`config.mk`:
```
export PLATFORM = sky130hd
export DESIGN_NAME = mfe_reset_ctrl
export DESIGN_NICKNAME = d
export VERILOG_FILES = /design/src/logic/mfe_ctrl_pkg.sv /design/src/logic/spi_reg_port.sv /design/src/logic/mfe_reset_ctrl.sv
export SDC_FILE = /design/constraint.sdc
export NUM_CORES = 1
export LEC_CHECK = 0
export ABC_AREA = 1
export BUFFER_PORTS_ARGS = -buffer_cell sky130_fd_sc_hd__buf_2
export CAP_MARGIN = 20
export CORE_ASPECT_RATIO = 1.25
export CORE_UTILIZATION = 50
export DETAILED_ROUTE_END_ITERATION = 8
export PLACE_DENSITY = 0.8
export SETUP_SLACK_MARGIN = 0.5
export SLEW_MARGIN = 20
export SYNTH_ARGS = -nofsm -noshare
export SYNTH_HDL_FRONTEND = slang
export SYNTH_HIERARCHICAL = 1
export SYNTH_SLANG_ARGS = --single-unit
```
`constraint.sdc`:
```
create_clock -name sys_clk -period 1.4 [get_ports sys_clk]
set_clock_uncertainty 0.05 [all_clocks]
set_input_delay 0.14 -clock sys_clk [delete_from_list [all_inputs] [get_ports sys_clk]]
set_output_delay 0.14 -clock sys_clk [all_outputs]
set_load 0.03 [all_outputs]
```
`src/logic/mfe_ctrl_pkg.sv`:
```
// Shared constants for the modem front-end reset, mode and test control
package mfe_ctrl_pkg;

  // ****************************************
  // Register offsets on the serial port
  // ****************************************
  localparam logic [6:0] ADR_RESET = 7'h00;
  localparam logic [6:0] ADR_LOWPOW = 7'h07;
  localparam logic [6:0] ADR_TEST = 7'h0D;
  localparam logic [6:0] ADR_BIAS = 7'h13;

  // ****************************************
  // Field positions
  // ****************************************
  localparam int SOFT_RST_BIT = 5;
  localparam int LOWPOW_BIT = 4;
  localparam int CONT_GAIN_HI = 7;
  localparam int CONT_GAIN_LO = 5;
  localparam int SWCAP_GAIN_HI = 4;
  localparam int SWCAP_GAIN_LO = 3;
  localparam int ADCB_HI = 2;
  localparam int ADCB_LO = 0;
  localparam int TEST_ALB_BIT = 7;
  localparam int TEST_DLB_BIT = 6;
  localparam int TEST_TRI_BIT = 5;

  // ****************************************
  // Reset values and codes
  // ****************************************
  localparam logic [7:0] BIAS_RST = 8'h00;
  localparam logic [7:0] TEST_RST = 8'h00;
  localparam logic [2:0] ADC_LOWPOW_CODE = 3'h3;
  // Strap-dependent defaults of the low-power register, one per strap pair
  localparam logic [7:0] LP_DEF_HALF_C0 = 8'h00;
  localparam logic [7:0] LP_DEF_HALF_C1 = 8'h00;
  localparam logic [7:0] LP_DEF_FULL_C0 = 8'h00;
  localparam logic [7:0] LP_DEF_FULL_C1 = 8'h00;

  // ****************************************
  // Serial frame: 1 direction bit, 7 address bits, 8 data bits
  // ****************************************
  localparam logic [4:0] SPI_HDR_LAST = 5'h07;
  localparam logic [4:0] SPI_FRM_LAST = 5'h0F;

  // Default of the low-power register picked from the two straps
  function automatic logic [7:0] lp_default(input logic duplex, input logic cfg);
    case ({duplex, cfg})
      2'b00: lp_default = LP_DEF_HALF_C0;
      2'b01: lp_default = LP_DEF_HALF_C1;
      2'b10: lp_default = LP_DEF_FULL_C0;
      default: lp_default = LP_DEF_FULL_C1;
    endcase
  endfunction

endpackage

```
`src/logic/spi_reg_port.sv`:
```
// Serial register port: frame capture, write strobe and read shift-out
`timescale 1ns/1ps
module spi_reg_port
  import mfe_ctrl_pkg::*;
(
  input wire logic sys_clk,
  input wire logic srst,
  input wire logic serial_port_enable_pin,
  input wire logic spi_clk,
  input wire logic spi_din,
  input wire logic [7:0] rd_data,
  output logic [6:0] addr,
  output logic [7:0] wr_data,
  output logic wr_stb,
  output logic spi_dout,
  output logic spi_dout_oe_n
);

  typedef struct packed {
    logic clk_prev;
    logic [4:0] cnt;
    logic [6:0] sh;
    logic rd;
    logic [6:0] addr;
    logic [7:0] wdat;
    logic wr;
    logic ld;
    logic [7:0] osh;
    logic oe_n;
  } port_t;

  port_t st_ff;
  port_t nxt_st;

  // ****************************************
  // Frame engine
  // ****************************************
  // Serial clock is sampled, so it must stay well below half of sys_clk
  always_comb begin
    nxt_st = st_ff;
    nxt_st.wr = 1'b0;
    nxt_st.ld = 1'b0;
    nxt_st.clk_prev = spi_clk;
    if (srst) begin
      nxt_st = '0;
      nxt_st.oe_n = 1'b1;
    end else if (serial_port_enable_pin) begin
      nxt_st.cnt = '0;
      nxt_st.oe_n = 1'b1;
    end else begin
      // Rising edge takes a bit
      if (spi_clk && !st_ff.clk_prev) begin
        nxt_st.sh = {st_ff.sh[5:0], spi_din};
        nxt_st.cnt = st_ff.cnt + 5'h01;
        if (st_ff.cnt == SPI_HDR_LAST) begin
          nxt_st.rd = st_ff.sh[6];
          nxt_st.addr = {st_ff.sh[5:0], spi_din};
          nxt_st.ld = st_ff.sh[6];
        end
        if (st_ff.cnt == SPI_FRM_LAST) begin
          nxt_st.wdat = {st_ff.sh[6:0], spi_din};
          nxt_st.wr = !st_ff.rd;
          nxt_st.cnt = '0;
          nxt_st.oe_n = 1'b1;
        end
      end
      // Falling edge moves the next read bit out
      if (!spi_clk && st_ff.clk_prev && !st_ff.oe_n) begin
        nxt_st.osh = {st_ff.osh[6:0], 1'b0};
      end
      if (st_ff.ld) begin
        nxt_st.osh = rd_data;
        nxt_st.oe_n = 1'b0;
      end
    end
  end

  // State register; system reset lives in the frame engine
  always_ff @(posedge sys_clk) begin
    st_ff <= nxt_st;
  end

  assign addr = st_ff.addr;
  assign wr_data = st_ff.wdat;
  assign wr_stb = st_ff.wr;
  assign spi_dout = st_ff.osh[7];
  assign spi_dout_oe_n = st_ff.oe_n;
endmodule

```
`src/logic/mfe_reset_ctrl.sv`:
```
// Mode straps, resets, receive bias and test-mode control of the front end
// How it works
// - Bias register splits into three bias codes
// - Bias register resets to zero
// - Low-power bit forces converter bias 011
// - Duplex strap picks half or full duplex
// - Both straps choose the low-power register default
// - Serial enable high disables register port
// - Pin or soft reset reloads strap state
// - Calibration after hardware reset only
// - Resets never clear transmit filter data
// - Reset pin low loads defaults at once
// - Calibration starts on reset pin release
// - Analog loop-back feeds converter into transmit
// - Digital loop-back returns transmit port word
// - Three-state bit floats receive port
`timescale 1ns/1ps
module mfe_reset_ctrl
  import mfe_ctrl_pkg::*;
(
  input wire logic sys_clk,
  input wire logic srst,
  input wire logic reset_pin_n,
  input wire logic duplex_strap,
  input wire logic config_strap,
  input wire logic serial_port_enable_pin,
  input wire logic spi_clk,
  input wire logic spi_din,
  output logic spi_dout,
  output logic spi_dout_oe_n,
  input wire logic [9:0] tx_word,
  input wire logic [5:0] tx_port,
  input wire logic [9:0] adc_word,
  input wire logic [5:0] rx_word,
  output logic [9:0] tx_filter_in,
  output logic [5:0] rx_port,
  output logic [5:0] rx_port_oe_n,
  output logic full_duplex,
  output logic calib_start,
  output logic [2:0] continuous_gain_amp_bias,
  output logic [1:0] switched_cap_gain_amp_bias,
  output logic [2:0] adc_bias
);

  typedef struct packed {
    logic [7:0] lp;
    logic [7:0] test;
    logic [7:0] bias;
    logic fdx;
    logic pin_prev;
    logic calib;
    logic [2:0] cont_bias;
    logic [1:0] swcap_bias;
    logic [2:0] adcb;
    logic [9:0] txf;
    logic [5:0] rx;
    logic [5:0] rx_oe_n;
  } ctl_t;

  ctl_t st_ff;
  ctl_t nxt_st;
  logic [6:0] addr;
  logic [7:0] wr_data;
  logic wr_stb;
  logic [7:0] rd_data;
  logic soft_rst;
  logic load_def;

  // ****************************************
  // Serial register port
  // ****************************************
  spi_reg_port spi_reg_port_i (
    .sys_clk(sys_clk),
    .srst(srst),
    .serial_port_enable_pin(serial_port_enable_pin),
    .spi_clk(spi_clk),
    .spi_din(spi_din),
    .rd_data(rd_data),
    .addr(addr),
    .wr_data(wr_data),
    .wr_stb(wr_stb),
    .spi_dout(spi_dout),
    .spi_dout_oe_n(spi_dout_oe_n)
  );

  // Read mux; the reset register and unmapped offsets read zero
  always_comb begin
    case (addr)
      ADR_LOWPOW: rd_data = st_ff.lp;
      ADR_TEST: rd_data = st_ff.test;
      ADR_BIAS: rd_data = st_ff.bias;
      default: rd_data = 8'h00;
    endcase
  end

  // ****************************************
  // Register file and reset sequencing
  // ****************************************
  always_comb begin
    nxt_st = st_ff;
    soft_rst = 1'b0;
    nxt_st.pin_prev = reset_pin_n;
    nxt_st.calib = reset_pin_n && !st_ff.pin_prev;
    // Writes are dropped while any reset is active
    if (wr_stb && !srst && reset_pin_n) begin
      case (addr)
        ADR_LOWPOW: nxt_st.lp = wr_data;
        ADR_TEST: nxt_st.test = wr_data;
        ADR_BIAS: nxt_st.bias = wr_data;
        ADR_RESET: soft_rst = wr_data[SOFT_RST_BIT];
        default: soft_rst = 1'b0;
      endcase
    end
    load_def = srst || !reset_pin_n || soft_rst;
    if (load_def) begin
      nxt_st.lp = lp_default(duplex_strap, config_strap);
      nxt_st.test = TEST_RST;
      nxt_st.bias = BIAS_RST;
      nxt_st.fdx = duplex_strap;
    end
    if (srst) begin
      nxt_st.pin_prev = 1'b1;
      nxt_st.calib = 1'b0;
    end
    nxt_st.cont_bias = nxt_st.bias[CONT_GAIN_HI:CONT_GAIN_LO];
    nxt_st.swcap_bias = nxt_st.bias[SWCAP_GAIN_HI:SWCAP_GAIN_LO];
    if (nxt_st.lp[LOWPOW_BIT]) begin
      nxt_st.adcb = ADC_LOWPOW_CODE;
    end else begin
      nxt_st.adcb = nxt_st.bias[ADCB_HI:ADCB_LO];
    end
    nxt_st.txf = st_ff.test[TEST_ALB_BIT] ? adc_word : tx_word;
    nxt_st.rx = st_ff.test[TEST_DLB_BIT] ? tx_port : rx_word;
    nxt_st.rx_oe_n = st_ff.test[TEST_TRI_BIT] ? 6'h3F : 6'h00;
    if (srst) begin
      nxt_st.rx = 6'h00;
      nxt_st.rx_oe_n = 6'h00;
    end
  end

  // Single state register; system reset is folded into the next-state logic
  always_ff @(posedge sys_clk) begin
    st_ff <= nxt_st;
  end

  // ****************************************
  // Outputs, all taken from the state register
  // ****************************************
  assign tx_filter_in = st_ff.txf;
  assign rx_port = st_ff.rx;
  assign rx_port_oe_n = st_ff.rx_oe_n;
  assign full_duplex = st_ff.fdx;
  assign calib_start = st_ff.calib;
  assign continuous_gain_amp_bias = st_ff.cont_bias;
  assign switched_cap_gain_amp_bias = st_ff.swcap_bias;
  assign adc_bias = st_ff.adcb;
endmodule

```
==> results.yml <==
worst_setup_path:
  crit_path_frequent_cell: "nand2_1"
  slowest_stage: "dfxtp_4"
  endpoint_kind: "flop"
  critPathMaxStageDelay_ns: 0.37
  crit_path_max_fanout: 5
  rr_startpoint: "spi_reg_port_i/addr[1]"
  cp_cell_sequence: "nand2_1 > inv_1 > nand2_2 > nor2_4 > buf_6 > nand2_1 > nand3_2 > nand2_1 > a21boi_0 > nand2_1 > nand2_1 > nor2_1"
  crit_start: "spi_reg_port_i/addr[1]"
  cp.arrival_ns: 2.17
  cp-start-kind: "flop"
  cp.required_ns: 1.62
  worst-setup-path-type: "flop to flop"
synthesis:
  syn-num-nets: 574
  synth_top_area_share_pct: 41.82
  ys_seq_area_share_pct: 42.55
  syn-mean-instance-area_um2: 7.723
  postSynthCellCount: 533
  ys_types: 31
  synth_area_mm2: 0.004116
  synth.largest_area_cell: "dfxtp_1"
  synth-seq-cells: 87
  synth_area_leaders: "dfxtp_1 42%, nand2_1 12%, buf_4 8.6%"
  yosysWarnings: 6
clocking:
  cts.sink_count: 87
  clock_latency_ns: 0.36
  numCtsBuffers: 9
  cts_tree: "built"
  path_clk_slew_ns: 0.10
  cts_max_path_buffers: 2
  cts_root_buf: "clkbuf_8"
  htree_levels: 3
power:
  power_switching_mw: 1.356
  p_seq_share_pct: 52.1
  swShare_pct: 27.66
  leakagePower_nw: 2.677
  ir_drop_mv: 0.6446
  clkPwrFrac_pct: 35.9
  combPwrFrac_pct: 11.9
  powerDensity_mw_per_mm2: 779.3
  total_power_mw: 4.901
  p_int_mw: 3.545
floorplanning:
  initial_core_util_pct: 52.22
  die-area_mm2: 0.008602
  die_y_um: 103.4
  placementRows: 36
  die_w_um: 83.16
  core_mm2: 0.007883
  ioPinCount: 74
placement:
  gp_routability_congestion: 0.8474
  hpwl_um: 6214
  io_buffers: 72
  dp.cells: 670
final_layout:
  fin_nets: 704
  layout_commonest_cell: "nand2_1"
  layout_common_cells: "96 x nand2_1, 53 x nor2_1, 51 x buf_6"
  stdcell_count: 764
  final_layout_size_suffix_gt1_share_pct: 56.89
  finalCoreUtilization_pct: 79.78
  areaGrowthSynthToFinish_pct: 52.77
timing:
  min_period_ns: 1.949
  hold_viol_final: 1
  fmax_mhz: 513.1
  fin_setup_tns_ns: -5.986
  slew_headroom_pct: 51.47
  fin_ws_ns: -0.5491
  min_period_over_period_pct: 139.2
  timing.hold.ws_ns: -0.001044
  slew_viol_final: 0
  rsz0062_at_grt: "yes"
  tightestPinTransition_ns: 0.7272
  report.final.setup_viol: 37
drt:
  drtPass1Iterations: 7
  viasPerCell: 6.018
  route.vias.total: 4598
  drt_iter0_markers: 712
  drc: 0
  ant_nets: 0
  routed_wl_um: 17670
  wl_per_cell_um: 23.13
global_route:
  grt-ovfl-total: 0
  grt_max_degree: 17
  antenna_found_initial: 1
  grt_pass1_vias: 4088
  grt_pass1_wl_um: 19880
  grt_util_all_layers_pct: 29.87
run_status:
  violations: "negative hold slack, negative setup slack"
  outcome: "finished with violations"
job:
  drv_cap: 0
worst_hold_path:
  min_from: "rx_word[3]"
  hp-class: "input port to flop"
worst paths after layout:
check | endpoint | slack [ns] | cells after the start
max | spi_reg_port_i/st_ff[7] | -0.55 | 12
max reg2reg | spi_reg_port_i/st_ff[7] | -0.55 | 12
min reg2reg | calib_start | 0.35 | 1
min | rx_port[3] | -0.001 | 3
kinds of logic after synthesis:
| group | Yosys count | share of synthesized area [%] |
|---|---|---|
| flip-flops | 87 | 42.55 |
| AO/OA/AOI/OAI | 52 | 7.812 |
| adder cells (fa/ha/maj) | 1 | 0.3039 |
| XOR/XNOR | 1 | 0.2128 |
| AND/OR/NAND/NOR | 279 | 31.06 |
| buffers and inverters | 103 | 15.32 |
| multiplexers | 10 | 2.736 |
timing repair:
item / 4_1_cts / 5_1_grt
pin swaps: 22 / 47
hold endpoints to repair: 18 / 0
endpoints found under the setup margin: 117 / 117
hold buffers: 32 / 0
gates resized for setup: 182 / 108
cloned: 5 / 2
buffers inserted: 24 / 14
synth_stat cells, drive strengths merged:
cell type,count
a211oi,1
a21boi,7
a21oi,30
buf,55
clkbuf,4
clkinv,2
dfxtp,86
edfxtp,1
ha,1
inv,42
mux2,10
nand2,145
nand3,42
nor2,89
nor3,3
o21ai,14
xor2,1
per-layer routing:
metal | global-route usage, % | up-vias | part of all wire (%)
met1 | 29.46 | 2091 | 30
met3 | 6.984 | 182 | 11
met2 | 55.30 | 420 | 47
li1 | - | 1903 | -
met4 | 22.68 | 2 | 11
met5 | 0 | - | 0.18
sequential cells by signal (all words and copies together), names as in the netlist, 2 cells and up:
name,cells
rx_port,6
tx_filter_in,10
continuous_gain_amp_bias,2
spi_reg_port_i/wr_data,8
st_ff,22
adc_bias,3
spi_reg_port_i/st_ff,22
spi_reg_port_i/addr,7
power by group through the flow:
stage | sequential [mW] | clock [mW] | combinational, mW
floorplan | 2.61 | 0 | 0.223
global placement | 2.60 | 0 | 0.309
detailed placement | 2.60 | 0 | 0.315
CTS | 2.56 | 1.69 | 0.479
global route | 2.56 | 1.85 | 0.607
finish | 2.55 | 1.76 | 0.585
layout make-up:
cell class / instances / area (µm²)
multi-input combinational: 347 / 2354
sequential: 87 / 1827
timing repair buffer: 174 / 1598
fill: 370 / 1594
inverter: 44 / 196.4
clock buffer: 11 / 151.4
tap: 95 / 118.9
clock inverter: 5 / 41.29
antenna: 1 / 2.502
per-stage QoR:
step / instance area [µm²] / setup WS [ns] / hold WS, ns
final: 6289 / -0.5491 / -0.001044
after global routing: 6286 / -0.6258 / -0.01529
after CTS: 5787 / -0.09593 / -0.004879
after detailed placement: 4482 / -0.1331 / 0.2684
after global placement: 4482 / -0.09117 / 0.2685
after floorplan: 4262 / -0.03498 / 0.1550
critical path: cells and delay by family, from the launching register on:
family	cells	cell delay, ns
and+or+nand+nor	9	0.95
DFF	1	0.37
AOI/OAI and AO/OA	1	0.29
buffers and inverters	2	0.18
(Power assumes the default switching activity.)
